[src/hdl/ltb_defs.svh]
`ifndef LTB_DEFS_SVH
`define LTB_DEFS_SVH
// ****************************************
// opcode upper bits and table field codes
// ****************************************
`define LTB_OP_ADD     8'h0F
`define LTB_OP_AND     8'h0B
`define LTB_OP_IOR     8'h09
`define LTB_OP_XOR     8'h0A
`define LTB_OP_SUB     8'h08
`define LTB_OP_LOAD_LITERAL_TO_WORK   8'h0E
`define LTB_OP_MUL     8'h0D
`define LTB_OP_RETURN_WITH_LITERAL   8'h0C
`define LTB_OP_LOAD_BANK_SELECT_LITERAL   12'h010
`define LTB_OP_BZ      8'hE0
`define LTB_OP_LOAD_POINTER_LITERAL    10'h3B8
`define LTB_OP_LFSR2   8'hF0
`define LTB_OP_CALL    7'h76
`define LTB_OP_WORD2   4'hF
`define LTB_OP_TBL     12'h000
`define LTB_TBL_RD     2'h2
`define LTB_TBL_WR     2'h3
`define LTB_TBL_NONE   2'h0
`define LTB_TBL_POSTI  2'h1
`define LTB_TBL_POSTD  2'h2
`define LTB_TBL_PREI   2'h3
// ****************************************
// status bit positions and reset values
// ****************************************
`define LTB_ST_C       0
`define LTB_ST_DC      1
`define LTB_ST_Z       2
`define LTB_ST_OV      3
`define LTB_ST_N       4
`define LTB_PC_RST     21'h000000
`define LTB_PC_STEP    21'h000002
`define LTB_PTR_STEP   21'h000001
`define LTB_FSR_CNT    3
`endif

[src/hdl/ltb_pkg.sv]
package ltb_pkg;
  typedef enum logic [2:0] {
    LTB_ST_EXEC  = 3'h1,
    LTB_ST_FLUSH = 3'h2,
    LTB_ST_WORD2 = 3'h4
  } ltb_state_e;
  typedef enum logic [2:0] {
    LTB_ALU_ADD, LTB_ALU_AND, LTB_ALU_IOR, LTB_ALU_XOR,
    LTB_ALU_SUB, LTB_ALU_MOV, LTB_ALU_MUL
  } ltb_alu_op_e;
endpackage : ltb_pkg

[src/hdl/ltb_alu_if.sv]
`timescale 1ns/1ps
`default_nettype none
interface ltb_alu_if;
  ltb_pkg::ltb_alu_op_e op;
  logic [7:0]           lit;
  logic [7:0]           work;
  logic [4:0]           flags_in;
  logic [7:0]           result;
  logic [4:0]           flags_out;
  logic [15:0]          product;
  modport core (output op, lit, work, flags_in,
                input  result, flags_out, product);
  modport alu  (input  op, lit, work, flags_in,
                output result, flags_out, product);
endinterface : ltb_alu_if
`default_nettype wire

[src/hdl/ltb_alu.sv]
`timescale 1ns/1ps
`default_nettype none
`include "ltb_defs.svh"
module ltb_alu (
  ltb_alu_if.alu a
);
  logic [8:0] sum;
  logic [4:0] nib;
  always_comb begin
    sum         = 9'h000;
    nib         = 5'h00;
    a.result    = a.work;
    a.flags_out = a.flags_in;
    a.product   = {8'h00, a.lit} * {8'h00, a.work};
    case (a.op)
      ltb_pkg::LTB_ALU_ADD: begin
        sum      = {1'b0, a.work} + {1'b0, a.lit};
        nib      = {1'b0, a.work[3:0]} + {1'b0, a.lit[3:0]};
        a.result = sum[7:0];
        a.flags_out[`LTB_ST_C]  = sum[8];
        a.flags_out[`LTB_ST_DC] = nib[4];
        a.flags_out[`LTB_ST_OV] = (a.work[7] == a.lit[7]) &&
                                  (sum[7] != a.lit[7]);
      end
      ltb_pkg::LTB_ALU_SUB: begin
        // carry reads as no-borrow
        sum      = {1'b0, a.lit} + {1'b0, ~a.work} + 9'h001;
        nib      = {1'b0, a.lit[3:0]} + {1'b0, ~a.work[3:0]} + 5'h01;
        a.result = sum[7:0];
        a.flags_out[`LTB_ST_C]  = sum[8];
        a.flags_out[`LTB_ST_DC] = nib[4];
        a.flags_out[`LTB_ST_OV] = (a.work[7] != a.lit[7]) &&
                                  (sum[7] != a.lit[7]);
      end
      ltb_pkg::LTB_ALU_AND: a.result = a.lit & a.work;
      ltb_pkg::LTB_ALU_IOR: a.result = a.lit | a.work;
      ltb_pkg::LTB_ALU_XOR: a.result = a.lit ^ a.work;
      ltb_pkg::LTB_ALU_MOV: a.result = a.lit;
      default:              a.result = a.work;
    endcase
    if (a.op != ltb_pkg::LTB_ALU_MOV && a.op != ltb_pkg::LTB_ALU_MUL) begin
      a.flags_out[`LTB_ST_Z] = (a.result == 8'h00);
      a.flags_out[`LTB_ST_N] = a.result[7];
    end
  end
endmodule : ltb_alu
`default_nettype wire

[src/hdl/ltb_decoder.sv]
// Operation
// - literal add into work register, one cycle, flags C DC Z OV N
// - literal and, or, xor with work, one cycle, only Z and N
// - literal minus work into work, one cycle, flags C DC Z OV N
// - literal load and literal multiply, one cycle, flags untouched
// - four-bit literal into low bank select bits, one cycle
// - literal into work plus subroutine return, two cycles, no flags
// - pointer load is two words, two cycles, twelve-bit value
// - table read, two cycles, four pointer update variants
// - table write, two cycles, four pointer update variants
// - port read-modify-write uses the pin level, not the latch
// - timer zero count write clears its prescaler when assigned
// - program counter change or true test costs a nop cycle
// - lone second word runs as a nop
// - call: two words, pushes pc+4, loads twenty-bit target
`timescale 1ns/1ps
`default_nettype none
`include "ltb_defs.svh"
module ltb_decoder #(
  parameter int STACK_DEPTH = 31
) (
  // clock and reset
  input  wire logic        clk_in,
  input  wire logic        rst_n_in,
  // program memory
  input  wire logic [15:0] instr_in,
  output logic      [20:0] pc_out,
  // table access
  input  wire logic [7:0]  tbl_rdata_in,
  output logic      [20:0] tbl_addr_out,
  output logic             tbl_rd_out,
  output logic             tbl_wr_out,
  output logic      [7:0]  tablat_out,
  // port and timer side
  input  wire logic [7:0]  port_pins_in,
  input  wire logic        timer_zero_count_write_in,
  input  wire logic        prescaler_assigned_in,
  output logic      [7:0]  port_operand_out,
  output logic             prescaler_clear_out,
  // core state
  output logic      [7:0]  working_register_out,
  output logic      [4:0]  status_out,
  output logic      [3:0]  bank_select_register_out,
  output logic      [35:0] file_select_pointer_out,
  output logic      [15:0] product_out,
  output logic      [7:0]  work_shadow_out,
  output logic      [4:0]  flags_shadow_out,
  output logic      [3:0]  bank_shadow_out,
  output logic      [4:0]  stack_ptr_out
);
  // ****************************************
  // state
  // ****************************************
  ltb_pkg::ltb_state_e state_r, state_nxt;
  logic [20:0] pc_r, pc_nxt, tblptr_r, tblptr_nxt, tbl_addr_r, tbl_addr_nxt;
  logic [7:0]  w_r, w_nxt, ws_r, ws_nxt, tablat_r, tablat_nxt;
  logic [4:0]  st_r, st_nxt, ss_r, ss_nxt, sp_r, sp_nxt;
  logic [3:0]  bsr_r, bsr_nxt, bs_r, bs_nxt;
  logic [15:0] prod_r, prod_nxt, op1_r, op1_nxt;
  logic        tbl_rd_r, tbl_rd_nxt, tbl_wr_r, tbl_wr_nxt;
  logic [11:0] fsr_r [`LTB_FSR_CNT];
  logic [11:0] fsr_nxt [`LTB_FSR_CNT];
  logic [20:0] stk_r [STACK_DEPTH];
  logic        push, pop;
  logic [20:0] return_stack_top;
  logic [7:0]  pin_meta_r, pin_sync_r;
  ltb_alu_if   alu_bus ();

  ltb_alu u_alu (
    .a (alu_bus.alu)
  );

  assign return_stack_top = (sp_r == 5'h00) ? `LTB_PC_RST : stk_r[sp_r - 5'h01];
  assign alu_bus.lit      = instr_in[7:0];
  assign alu_bus.work     = w_r;
  assign alu_bus.flags_in = st_r;

  // ****************************************
  // decode and execute
  // ****************************************
  always_comb begin
    state_nxt    = ltb_pkg::LTB_ST_EXEC;
    pc_nxt       = pc_r + `LTB_PC_STEP;
    w_nxt        = w_r;
    st_nxt       = st_r;
    bsr_nxt      = bsr_r;
    prod_nxt     = prod_r;
    ws_nxt       = ws_r;
    ss_nxt       = ss_r;
    bs_nxt       = bs_r;
    op1_nxt      = op1_r;
    tblptr_nxt   = tblptr_r;
    tbl_addr_nxt = tbl_addr_r;
    tbl_rd_nxt   = 1'b0;
    tbl_wr_nxt   = 1'b0;
    tablat_nxt   = tablat_r;
    push         = 1'b0;
    pop          = 1'b0;
    alu_bus.op   = ltb_pkg::LTB_ALU_MOV;
    for (int i = 0; i < `LTB_FSR_CNT; i++) begin
      fsr_nxt[i] = fsr_r[i];
    end
    case (state_r)
      ltb_pkg::LTB_ST_EXEC: begin
        case (instr_in[15:8])
          `LTB_OP_ADD: alu_bus.op = ltb_pkg::LTB_ALU_ADD;
          `LTB_OP_AND: alu_bus.op = ltb_pkg::LTB_ALU_AND;
          `LTB_OP_IOR: alu_bus.op = ltb_pkg::LTB_ALU_IOR;
          `LTB_OP_XOR: alu_bus.op = ltb_pkg::LTB_ALU_XOR;
          `LTB_OP_SUB: alu_bus.op = ltb_pkg::LTB_ALU_SUB;
          `LTB_OP_MUL: alu_bus.op = ltb_pkg::LTB_ALU_MUL;
          default:     alu_bus.op = ltb_pkg::LTB_ALU_MOV;
        endcase
        case (instr_in[15:8])
          `LTB_OP_ADD, `LTB_OP_AND, `LTB_OP_IOR, `LTB_OP_XOR,
          `LTB_OP_SUB, `LTB_OP_LOAD_LITERAL_TO_WORK: begin
            w_nxt  = alu_bus.result;
            st_nxt = alu_bus.flags_out;
          end
          `LTB_OP_MUL: prod_nxt = alu_bus.product;
          `LTB_OP_RETURN_WITH_LITERAL: begin
            w_nxt     = alu_bus.result;
            pop       = 1'b1;
            pc_nxt    = return_stack_top;
            state_nxt = ltb_pkg::LTB_ST_FLUSH;
          end
          `LTB_OP_BZ: begin
            if (st_r[`LTB_ST_Z]) begin
              pc_nxt    = pc_r + `LTB_PC_STEP +
                          {{12{instr_in[7]}}, instr_in[7:0], 1'b0};
              state_nxt = ltb_pkg::LTB_ST_FLUSH;
            end
          end
          default: begin
            if (instr_in[15:4] == `LTB_OP_LOAD_BANK_SELECT_LITERAL) begin
              bsr_nxt = instr_in[3:0];
            end else if (instr_in[15:6] == `LTB_OP_LOAD_POINTER_LITERAL ||
                         instr_in[15:9] == `LTB_OP_CALL) begin
              op1_nxt   = instr_in;
              state_nxt = ltb_pkg::LTB_ST_WORD2;
            end else if (instr_in[15:4] == `LTB_OP_TBL &&
                         instr_in[3]) begin
              tbl_rd_nxt   = (instr_in[3:2] == `LTB_TBL_RD);
              tbl_wr_nxt   = (instr_in[3:2] == `LTB_TBL_WR);
              tbl_addr_nxt = tblptr_r;
              case (instr_in[1:0])
                `LTB_TBL_POSTI: tblptr_nxt = tblptr_r + `LTB_PTR_STEP;
                `LTB_TBL_POSTD: tblptr_nxt = tblptr_r - `LTB_PTR_STEP;
                `LTB_TBL_PREI: begin
                  tblptr_nxt   = tblptr_r + `LTB_PTR_STEP;
                  tbl_addr_nxt = tblptr_r + `LTB_PTR_STEP;
                end
                default:        tblptr_nxt = tblptr_r;
              endcase
              state_nxt = ltb_pkg::LTB_ST_FLUSH;
            end
            // a lone second word or any other word falls through as a nop
          end
        endcase
      end
      ltb_pkg::LTB_ST_WORD2: begin
        // second word is consumed only because the first word asked for it
        if (op1_r[15:9] == `LTB_OP_CALL) begin
          push   = 1'b1;
          pc_nxt = {instr_in[11:0], op1_r[7:0], 1'b0};
          if (op1_r[8]) begin
            ws_nxt = w_r;
            ss_nxt = st_r;
            bs_nxt = bsr_r;
          end
        end else if (op1_r[5:4] != 2'h3) begin
          fsr_nxt[op1_r[5:4]] = {op1_r[3:0], instr_in[7:0]};
        end
      end
      ltb_pkg::LTB_ST_FLUSH: begin
        pc_nxt = pc_r;
        if (tbl_rd_r) begin
          tablat_nxt = tbl_rdata_in;
        end
      end
      default: begin
        pc_nxt = pc_r;
      end
    endcase
  end

  // ****************************************
  // registers
  // ****************************************
  always_ff @(posedge clk_in or negedge rst_n_in) begin
    if (!rst_n_in) begin
      state_r    <= ltb_pkg::LTB_ST_EXEC;
      pc_r       <= `LTB_PC_RST;
      w_r        <= 8'h00;
      st_r       <= 5'h00;
      bsr_r      <= 4'h0;
      prod_r     <= 16'h0000;
      ws_r       <= 8'h00;
      ss_r       <= 5'h00;
      bs_r       <= 4'h0;
      op1_r      <= 16'h0000;
      tblptr_r   <= `LTB_PC_RST;
      tbl_addr_r <= `LTB_PC_RST;
      tbl_rd_r   <= 1'b0;
      tbl_wr_r   <= 1'b0;
      tablat_r   <= 8'h00;
      sp_r       <= 5'h00;
      pin_meta_r <= 8'h00;
      pin_sync_r <= 8'h00;
      for (int i = 0; i < `LTB_FSR_CNT; i++) begin
        fsr_r[i] <= 12'h000;
      end
    end else begin
      state_r    <= state_nxt;
      pc_r       <= pc_nxt;
      w_r        <= w_nxt;
      st_r       <= st_nxt;
      bsr_r      <= bsr_nxt;
      prod_r     <= prod_nxt;
      ws_r       <= ws_nxt;
      ss_r       <= ss_nxt;
      bs_r       <= bs_nxt;
      op1_r      <= op1_nxt;
      tblptr_r   <= tblptr_nxt;
      tbl_addr_r <= tbl_addr_nxt;
      tbl_rd_r   <= tbl_rd_nxt;
      tbl_wr_r   <= tbl_wr_nxt;
      tablat_r   <= tablat_nxt;
      sp_r       <= sp_nxt;
      pin_meta_r <= port_pins_in;
      pin_sync_r <= pin_meta_r;
      for (int i = 0; i < `LTB_FSR_CNT; i++) begin
        fsr_r[i] <= fsr_nxt[i];
      end
    end
  end

  // a full stack drops the push; an empty one returns to the reset vector
  always_comb begin
    sp_nxt = sp_r;
    if (push && sp_r != STACK_DEPTH[4:0]) begin
      sp_nxt = sp_r + 5'h01;
    end else if (pop && sp_r != 5'h00) begin
      sp_nxt = sp_r - 5'h01;
    end
  end

  always_ff @(posedge clk_in) begin
    if (push && sp_r != STACK_DEPTH[4:0]) begin
      stk_r[sp_r] <= pc_r + `LTB_PC_STEP;
    end
  end

  // ****************************************
  // outputs
  // ****************************************
  assign pc_out                   = pc_r;
  assign tbl_addr_out             = tbl_addr_r;
  assign tbl_rd_out               = tbl_rd_r;
  assign tbl_wr_out               = tbl_wr_r;
  assign tablat_out               = tablat_r;
  assign port_operand_out         = pin_sync_r;
  assign prescaler_clear_out      = timer_zero_count_write_in &&
                                    prescaler_assigned_in;
  assign working_register_out     = w_r;
  assign status_out               = st_r;
  assign bank_select_register_out = bsr_r;
  assign file_select_pointer_out  = {fsr_r[2], fsr_r[1], fsr_r[0]};
  assign product_out              = prod_r;
  assign work_shadow_out          = ws_r;
  assign flags_shadow_out         = ss_r;
  assign bank_shadow_out          = bs_r;
  assign stack_ptr_out            = sp_r;

  logic ex;
  // the release edge still sees reset, so no instruction is taken there
  assign ex = rst_n_in && (state_r == ltb_pkg::LTB_ST_EXEC);
endmodule : ltb_decoder
`default_nettype wire

[config.mk]
export PLATFORM = sky130hd
export DESIGN_NAME = ltb_decoder
export DESIGN_NICKNAME = d
export VERILOG_FILES = /design/src/hdl/ltb_pkg.sv /design/src/hdl/ltb_alu_if.sv /design/src/hdl/ltb_alu.sv /design/src/hdl/ltb_decoder.sv
export VERILOG_INCLUDE_DIRS = /design/src /design/src/hdl
export SDC_FILE = /design/constraint.sdc
export NUM_CORES = 1
export LEC_CHECK = 0
export ABC_CLOCK_PERIOD_IN_PS = 10600
export BUFFER_PORTS_ARGS = -buffer_cell sky130_fd_sc_hd__buf_2
export CELL_PAD_IN_SITES_DETAIL_PLACEMENT = 1
export CELL_PAD_IN_SITES_GLOBAL_PLACEMENT = 2
export CORE_MARGIN = 10
export CORE_UTILIZATION = 48
export CTS_CLUSTER_DIAMETER = 120
export DETAILED_ROUTE_END_ITERATION = 6
export GPL_TIMING_DRIVEN = 0
export PLACE_DENSITY = 0.89
export SLEW_MARGIN = 20
export SYNTH_ARGS = -nofsm -noshare
export SYNTH_HDL_FRONTEND = slang
export SYNTH_SLANG_ARGS = --single-unit
[constraint.sdc]
create_clock -name clk_in -period 10.6 [get_ports clk_in]
set_input_delay 1.06 -clock clk_in [delete_from_list [all_inputs] [get_ports clk_in]]
set_output_delay 1.06 -clock clk_in [all_outputs]
set_load 0.01 [all_outputs]
==> qor.yml, run 1 <==
global_routing:
  remaining_overflow_grt: 0
  global_route.usage.total_pct: 27.7
  grt_pass1_vias: 27000
  antenna_found_initial: 3
  grt_start_max_net_pins: 93
  wire_length_of_the_first_global_routing_pass_um: 187000
critical_path:
  timing.critical_path.from_type: "flip-flop"
  critPathCaptureType: "flip-flop"
  timing.critical_path.fanout_max: 10
  reg2regPathDepth: 14
  critPathRequiredTime_ns: 11.16
  rr_startpoint: "stack_ptr_out[0]$_DFFE_PN0P_"
  r2r_slack_ns: 4.04
  critPathArrivalTime_ns: 7.12
  regToRegEndpoint: "pc_out[7]$_DFFE_PN0P_"
  crit_path_top_cell_by_count: "sky130_fd_sc_hd__buf_4"
  worstSetupPathType: "reg2reg"
  cpMaxStageDelayCell: "sky130_fd_sc_hd__clkbuf_1"
  critPathMaxStageDelay_ns: 0.92
  crit_chain: "buf_2 > buf_4 > buf_4 > buf_4 > buf_2 > inv_1 > ha_1 > xnor2_1 > clkbuf_1 > clkbuf_1 > nand2_1 > a311oi_1 > o21ai_1 > a31oi_1"
synthesis:
  syn_area_per_cell_um2: 14.7
  synth-edff-count: 651
  yosys_warnings: 0
  synth_cell_types: 90
  synth_top_area_share_pct: 51.0
  yosys_most_used_dff: "sky130_fd_sc_hd__edfxtp_1"
  ys_ff_latch: 850
  post-synth-top-area-cell: "sky130_fd_sc_hd__edfxtp_1"
  yosys-top-cells-area: "sky130_fd_sc_hd__edfxtp_1 (51%), sky130_fd_sc_hd__dfrtp_1 (13%), sky130_fd_sc_hd__mux4_2 (9.3%)"
  synth_area_um2: 38400
  async_set_reset_flop_share_out_of_synthesis_pct: 23.4
  synthesis.nets: 2782
  post_synth_inst_count: 2617
  yosysSeqAreaShare_pct: 64.0
place:
  dpl.hpwl_um: 87100
  place.port_buffers: 185
  post-place-ws_ns: 3.91
  gpl.final_weighted_congestion: 0.909
timing:
  report.final.hold_viol_count: 0
  setup_tns_ns: 0
  setup_slack_ns: 4.04
  min_period_over_period_pct: 61.9
  tightest_slew_ns: 1.16
  worst_case_clock_skew_ns: 0.0563
  rsz0062_at_grt: "false"
  fin_hold_ws_ns: 0.296
  final-max-slew-violation-count: 0
  maxClockFrequency_ghz: 0.152
  fin_crit_ns: 6.56
  max-slew-margin-rel_pct: 22.4
  setup_viol_count_final: 0
clock_tree:
  ctsRootBufferMaster: "sky130_fd_sc_hd__clkbuf_16"
  tritoncts: "done"
  cts.clk_slew.worst_paths_ns: 0.07
  clock_path_buffers: 3
  clock_insertion_delay_worst_skew_ns: 0.69
  postCtsSetupRepairBufs: 0
  cts_resized: 0
  cts.sink_count: 850
  cts_hold_repair.buffers: 0
  clock_tree.htree_level_count: 3
  cts_buffers: 88
cells_and_area:
  area.growth.synth_to_final_pct: 18.2
  post_route_cells_drive_above_1_share_pct: 22.4
  count_of_filler_cells_inserted_in_the_layout: 7539
  fin_nets: 3109
detailed_routing:
  wl_per_cell_um: 31.4
  drt_iter0_drc: 2572
  detail_route.vias_per_cell: 6.36
  vias: 25900
  antenna_violating_nets_post_route: 0
  drt_pass1_iterations: 5
  finalWirelength_um: 128000
  drt_drc_violations_left: 0
floorplanning:
  fp-row-count: 103
  floorplan_core_area_um2: 79100
  top_level_ports: 188
  design.die.area_um2: 91600
  die-height_um: 303
  floorplan.die.width_um: 303
  initial_core_utilization_pct: 48.5
power_and_ir_drop:
  power.density_cell_area_nw_per_um2: 243
  static_leak_nw: 16.7
  worst_ir_drop_vdd_v: 0.000227
hold_path:
  min_path_type: "in2async"
job:
  drv_cap: 0
run_status:
  outcome: "completed"
cell families after synthesis:
logic type | after synthesis | synth area share, %
XOR/XNOR | 90 | 2.07
adder cells (fa/ha/maj) | 129 | 4.97
multiplexers | 241 | 11.6
flip-flops | 850 | 64.0
buffers and inverters | 244 | 2.61
AND/OR/NAND/NOR | 642 | 7.73
AO/OA/AOI/OAI | 421 | 7.02
sequential cells by signal, summed over array words and instances, names as in the netlist, 8 cells and up:
signal                   count
stk_r                      651
file_select_pointer_out     36
pc_out                      21
tbl_addr_out                21
tblptr_r                    21
op1_r                       16
product_out                 16
pin_meta_r                   8
port_operand_out             8
tablat_out                   8
work_shadow_out              8
working_register_out         8
power by group:
| group | leakage, nW | total, mW | internal (mW) | switching [mW] |
|---|---|---|---|---|
| logic | 6.81 | 3.44 | 1.19 | 2.25 |
| clock network | 1.52 | 3.40 | 1.98 | 1.42 |
| registers | 8.40 | 4.21 | 4.07 | 0.133 |
critical path, delay by kind of cell (launching register included):
kind / cells / cell delay, ns
buf+inv: 8 / 3.33
xor+xnor: 1 / 0.82
fa+ha+maj: 1 / 0.33
simple gates: 1 / 0.10
flops: 1 / 0.41
compound gates: 3 / 1.40
per-layer routing:
layer | GRT usage (%) | up-vias | wire [um]
li1 | - | 10600 | -
met1 | 36.0 | 13400 | 48800
met2 | 46.4 | 1565 | 62700
met3 | 4.48 | 279 | 11200
met4 | 10.8 | 2 | 5230
met5 | 0 | - | 13
placed cells by master, fill, tap and decap left out, types with 40 or more instances in the layout:
cell / Yosys / layout
sky130_fd_sc_hd__a21oi_1: 80 / 80
sky130_fd_sc_hd__buf_2: 29 / 213
sky130_fd_sc_hd__clkbuf_1: 84 / 100
sky130_fd_sc_hd__clkbuf_16: 0 / 88
sky130_fd_sc_hd__dfrtp_1: 198 / 197
sky130_fd_sc_hd__edfxtp_1: 651 / 651
sky130_fd_sc_hd__ha_1: 90 / 89
sky130_fd_sc_hd__inv_1: 101 / 100
sky130_fd_sc_hd__mux4_2: 159 / 159
sky130_fd_sc_hd__nand2_1: 256 / 256
sky130_fd_sc_hd__nand3_1: 50 / 50
sky130_fd_sc_hd__nor2_1: 175 / 143
sky130_fd_sc_hd__o21ai_0: 82 / 82
sky130_fd_sc_hd__o21ai_1: 54 / 54
sky130_fd_sc_hd__xor2_1: 47 / 40
area by class of cell:
type / count / area [um2] / area share (%)
antenna: 1 / 2.50 / 0.00552
buffer: 134 / 589 / 1.30
clock buffer: 109 / 2320 / 5.13
clock inverter: 57 / 866 / 1.91
inverter: 110 / 413 / 0.911
multi-input combinational: 1523 / 13300 / 29.3
sequential: 850 / 24500 / 54.1
tap: 1050 / 1310 / 2.90
timing repair buffer: 237 / 2030 / 4.48
Yosys cell counts, types with 8 or more instances:
| cell type | n |
|---|---|
| sky130_fd_sc_hd__mux2_1 | 21 |
| sky130_fd_sc_hd__xor2_1 | 47 |
| sky130_fd_sc_hd__buf_1 | 8 |
| sky130_fd_sc_hd__clkinv_1 | 8 |
| sky130_fd_sc_hd__fa_1 | 39 |
| sky130_fd_sc_hd__o31ai_1 | 8 |
| sky130_fd_sc_hd__a31oi_1 | 25 |
| sky130_fd_sc_hd__nor3_1 | 25 |
| sky130_fd_sc_hd__inv_1 | 101 |
| sky130_fd_sc_hd__buf_4 | 11 |
| sky130_fd_sc_hd__a211oi_1 | 37 |
| sky130_fd_sc_hd__or3_1 | 10 |
| sky130_fd_sc_hd__mux2i_1 | 31 |
| sky130_fd_sc_hd__dfrtp_1 | 198 |
| sky130_fd_sc_hd__a311oi_1 | 18 |
| sky130_fd_sc_hd__a221oi_1 | 10 |
| sky130_fd_sc_hd__o221ai_1 | 9 |
| sky130_fd_sc_hd__nand4_1 | 15 |
| sky130_fd_sc_hd__nand3_1 | 50 |
| sky130_fd_sc_hd__o21ai_1 | 54 |
| sky130_fd_sc_hd__clkbuf_1 | 84 |
| sky130_fd_sc_hd__and3_1 | 17 |
| sky130_fd_sc_hd__mux2_2 | 30 |
| sky130_fd_sc_hd__a21oi_1 | 80 |
| sky130_fd_sc_hd__edfxtp_1 | 651 |
| sky130_fd_sc_hd__xnor2_1 | 42 |
| sky130_fd_sc_hd__mux4_2 | 159 |
| sky130_fd_sc_hd__buf_2 | 29 |
| sky130_fd_sc_hd__nor2_1 | 175 |
| sky130_fd_sc_hd__o211ai_1 | 11 |
| sky130_fd_sc_hd__a21o_1 | 11 |
| sky130_fd_sc_hd__o22ai_1 | 19 |
| sky130_fd_sc_hd__ha_1 | 90 |
| sky130_fd_sc_hd__nand2b_1 | 18 |
| sky130_fd_sc_hd__nand2_1 | 256 |
| sky130_fd_sc_hd__o21ai_0 | 82 |
| sky130_fd_sc_hd__and2_1 | 20 |
worst max-delay path by stage:
| stage | startpoint | end | slack (ns) | cells after the start |
|---|---|---|---|---|
| finish | stack_ptr_out[0]$_DFFE_PN0P_ | pc_out[7]$_DFFE_PN0P_ | 4.04 | 14 |
| global placement | instr_in[4] | product_out[15]$_DFFE_PN0P_ | 4.00 | 17 |
| CTS | stack_ptr_out[0]$_DFFE_PN0P_ | pc_out[7]$_DFFE_PN0P_ | 4.21 | 15 |
| floorplan | instr_in[0] | product_out[15]$_DFFE_PN0P_ | 5.26 | 15 |
| detailed placement | instr_in[4] | product_out[15]$_DFFE_PN0P_ | 3.91 | 17 |
| global route | stack_ptr_out[0]$_DFFE_PN0P_ | pc_out[7]$_DFFE_PN0P_ | 4.00 | 14 |
per-stage QoR:
stage	std cells	power (mW)	instance area, um2	util (%)
floorplan	2617	6.21	38400	-
global placement	3852	7.29	40600	51.3
detailed placement	3904	7.61	42100	53.2
CTS	4070	11.0	45300	57.3
global route	4070	11.5	45300	57.3
finish	4071	11.0	45300	57.3
(Power assumes the default switching activity.)
==> run 2: changes to the inputs <==
--- a/config.mk
+++ b/config.mk
@@ -6,16 +6,17 @@
 export SDC_FILE = /design/constraint.sdc
 export NUM_CORES = 1
 export LEC_CHECK = 0
-export ABC_CLOCK_PERIOD_IN_PS = 10600
+export ABC_AREA = 1
+export ABC_CLOCK_PERIOD_IN_PS = 5800
 export BUFFER_PORTS_ARGS = -buffer_cell sky130_fd_sc_hd__buf_2
 export CELL_PAD_IN_SITES_DETAIL_PLACEMENT = 1
 export CELL_PAD_IN_SITES_GLOBAL_PLACEMENT = 2
 export CORE_MARGIN = 10
-export CORE_UTILIZATION = 48
+export CORE_UTILIZATION = 37
 export CTS_CLUSTER_DIAMETER = 120
 export DETAILED_ROUTE_END_ITERATION = 6
 export GPL_TIMING_DRIVEN = 0
-export PLACE_DENSITY = 0.89
+export PLACE_DENSITY = 0.81
 export SLEW_MARGIN = 20
 export SYNTH_ARGS = -nofsm -noshare
 export SYNTH_HDL_FRONTEND = slang
==> constraint.sdc (replaced) <==
create_clock -name clk_in -period 5.8 [get_ports clk_in]
set_input_delay 0.58 -clock clk_in [delete_from_list [all_inputs] [get_ports clk_in]]
set_output_delay 0.58 -clock clk_in [all_outputs]
set_load 0.01 [all_outputs]
==> qor.yml, run 2 <==
place:
  dpl_cell_area_um2: 44300  # +5.1%
  post-place-ws_ns: -0.235  # -4.14 ns
  place.port_buffers: 187  # +1.1%
  gpl.final_weighted_congestion: 0.904  # -0.52%
  dpl.hpwl_um: 116000  # +33%
power_and_ir_drop:
  static_leak_nw: 19.0  # +14%
  worst_ir_drop_vdd_v: 0.000277  # +22%
  power.density_cell_area_nw_per_um2: 422  # +73%
critical_path:
  worstSetupPathType: "reg2reg"
  r2r_slack_ns: 0.51  # -3.54 ns
  critPathCaptureType: "flip-flop"
  timing.critical_path.from_type: "flip-flop"
  critPathRequiredTime_ns: 6.42  # -4.74 ns
  timing.critical_path.fanout_max: 12  # +2
  critPathArrivalTime_ns: 5.92  # -1.20 ns
clock_tree:
  postCtsSetupRepairBufs: 0  # unchanged
  clock_path_buffers: 3  # unchanged
  cts_resized: 0  # unchanged
  tritoncts: "done"
  cts_buffers: 96  # +9.1%
  clock_tree.htree_level_count: 3  # unchanged
  clock_insertion_delay_worst_skew_ns: 0.70  # about the same
  cts.sink_count: 850  # unchanged
  ctsRootBufferMaster: "sky130_fd_sc_hd__clkbuf_16"
  cts_hold_repair.buffers: 9  # +9
  cts.clk_slew.worst_paths_ns: 0.06  # about the same
timing:
  final-max-slew-violation-count: 0  # unchanged
  fin_hold_ws_ns: 0.131  # -0.164 ns
  worst_case_clock_skew_ns: 0.0275  # -0.0287 ns
  rsz0062_at_grt: "false"
  setup_slack_ns: 0.506  # -3.54 ns
  tightest_slew_ns: 1.13  # -0.0300 ns
  maxClockFrequency_ghz: 0.189  # +24%
  report.final.hold_viol_count: 0  # unchanged
  setup_tns_ns: 0  # unchanged
  setup_viol_count_final: 0  # unchanged
  max-slew-margin-rel_pct: 24.4  # +2.0 points
  fin_crit_ns: 5.29  # -1.26 ns
  min_period_over_period_pct: 91.3  # +29 points
synthesis:
  post-synth-top-area-cell: "sky130_fd_sc_hd__edfxtp_1"
  synth_cell_types: 64  # -29%
  yosys-top-cells-area: "sky130_fd_sc_hd__edfxtp_1 (49%), sky130_fd_sc_hd__dfrtp_1 (12%), sky130_fd_sc_hd__nand2_1 (9.0%)"
  yosys_most_used_dff: "sky130_fd_sc_hd__edfxtp_1"
  syn_area_per_cell_um2: 10.2  # -30%
  ys_ff_latch: 850  # unchanged
  yosysSeqAreaShare_pct: 61.0  # -2.9 points
  synthMostInstantiatedCell: "sky130_fd_sc_hd__nand2_1"
  synth-edff-count: 651  # unchanged
  netlist_top_cells_count: "sky130_fd_sc_hd__nand2_1 (959), sky130_fd_sc_hd__edfxtp_1 (651), sky130_fd_sc_hd__nand3_1 (393)"
  yosys_warnings: 0  # unchanged
  async_set_reset_flop_share_out_of_synthesis_pct: 23.4  # unchanged
  synth_area_um2: 40200  # +4.8%
  synth_top_area_share_pct: 48.6  # -2.3 points
  synthesis.nets: 4090  # +47%
  post_synth_inst_count: 3925  # +50%
global_routing:
  remaining_overflow_grt: 0  # unchanged
  wire_length_of_the_first_global_routing_pass_um: 235000  # +26%
  global_route.usage.total_pct: 26.2  # -1.4 points
  grt_pass1_vias: 33700  # +25%
  grt_start_max_net_pins: 88  # -5.4%
  antenna_found_initial: 9  # +6
detailed_routing:
  drt_pass1_iterations: 7  # +2
  finalWirelength_um: 164000  # +28%
  drt_iter0_drc: 3335  # +30%
  antenna_violating_nets_post_route: 0  # unchanged
  drt_drc_violations_left: 1  # +1
  wl_per_cell_um: 28.5  # -9.2%
  detail_route.vias_per_cell: 5.70  # -10%
  vias: 32800  # +27%
cells_and_area:
  flip_flop_count_of_the_largest_register_after_layout: 651  # unchanged
  commonest_cells_after_routing_fill_and_taps_aside: "sky130_fd_sc_hd__nand2_1 (959), sky130_fd_sc_hd__edfxtp_1 (651), sky130_fd_sc_hd__nand3_1 (393), sky130_fd_sc_hd__inv_1 (274), sky130_fd_sc_hd__buf_2 (263)"
  area.growth.synth_to_final_pct: 18.1
  fin_nets: 4432  # +43%
  utilization_pct: 44.2  # -13 points
  post_route_cells_drive_above_1_share_pct: 13.3  # -9.1 points
  layout_commonest_cell: "sky130_fd_sc_hd__nand2_1"
  largest-register: "stk_r"
  finalInstanceArea_um2: 47500  # +4.7%
floorplanning:
  design.die.area_um2: 122000  # +33%
  floorplan_core_area_um2: 108000  # +36%
  top_level_ports: 188  # unchanged
  floorplan.die.width_um: 350  # +16%
  die-height_um: 350  # +16%
  initial_core_utilization_pct: 37.4  # -11 points
  fp-row-count: 120  # +17%
job:
  drv_cap: 0  # unchanged
run_status:
  violations: "design-rule violations"
  outcome: "complete, but fails checks"
hold_path:
  min_path_type: "in2reg"
[run 2: cell type report]
class / count / area [um2]
diodes: 3 / 7.51
plain buffers: 208 / 907
clock buffers: 123 / 2610
clock inverters: 54 / 504
fillers: 12000 / 60000
inverters: 298 / 1120
multi-input cells: 2569 / 14000
flip-flops and latches: 850 / 24500
well taps: 1403 / 1760
repair buffers: 244 / 2050
[run 2: power by group]
part           total (mW)  internal (mW)  switching [mW]
Sequential           7.60           7.41           0.193
Clock                6.12           3.49            2.63
Combinational        6.33           1.69            4.65
[run 2: stage by stage]
stage               total power, mW  cells
floorplan                      11.1   3925
global placement               13.6   5515
detailed placement             13.9   5563
CTS                            20.0   5749
global route                   20.9   5750
finish                         20.1   5752
[run 2: critical path: stages, from the launching register on]
cell	delay [ns]
sky130_fd_sc_hd__dfrtp_1	0.55
sky130_fd_sc_hd__inv_1	0.14
sky130_fd_sc_hd__buf_2	0.37
sky130_fd_sc_hd__buf_2	0.39
sky130_fd_sc_hd__buf_2	0.37
sky130_fd_sc_hd__ha_1	0.27
sky130_fd_sc_hd__buf_2	0.30
sky130_fd_sc_hd__buf_2	0.37
sky130_fd_sc_hd__clkbuf_1	0.79
sky130_fd_sc_hd__o21ai_0	0.29
sky130_fd_sc_hd__o211ai_1	0.27
sky130_fd_sc_hd__nand3_1	0.11
sky130_fd_sc_hd__o21ai_0	0.43
sky130_fd_sc_hd__nand2_1	0.16
sky130_fd_sc_hd__nand3_1	0.17
sky130_fd_sc_hd__a21oi_1	0.09
sky130_fd_sc_hd__nor2_1	0.13
[run 2: kinds of logic after synthesis]
group / count (synthesis) / share of synthesized area [%]
AOI/OAI and AO/OA: 619 / 9.00
xor gates and xnor gates: 67 / 1.52
adders and majority gates: 129 / 4.74
buffers and inverters: 506 / 5.05
DFF: 850 / 61.0
muxes: 14 / 0.386
and+or+nand+nor: 1740 / 18.3
[run 2: layer usage]
metal,vias up,global-route usage [%],wire length (um)
met5,-,0,77
met4,12,11.2,7460
met3,379,6.17,15100
met2,1597,43.2,77300
met1,16500,32.9,64300
li1,14200,-,-
[run 2: path summary, 6_finish.rpt]
path,startpoint,to,cells past startpoint
setup / recovery,stack_ptr_out[0]$_DFFE_PN0P_,pc_out[14]$_DFFE_PN0P_,16
hold / removal,tbl_rdata_in[0],tablat_out[0]$_DFFE_PN0P_,2
setup reg to reg,stack_ptr_out[0]$_DFFE_PN0P_,pc_out[14]$_DFFE_PN0P_,16
hold reg to reg,pin_meta_r[2]$_DFF_PN0_,port_operand_out[2]$_DFF_PN0_,0
max in group asynchronous,rst_n_in,stack_ptr_out[0]$_DFFE_PN0P_,4
min in group asynchronous,rst_n_in,tblptr_r[3]$_DFFE_PN0P_,2
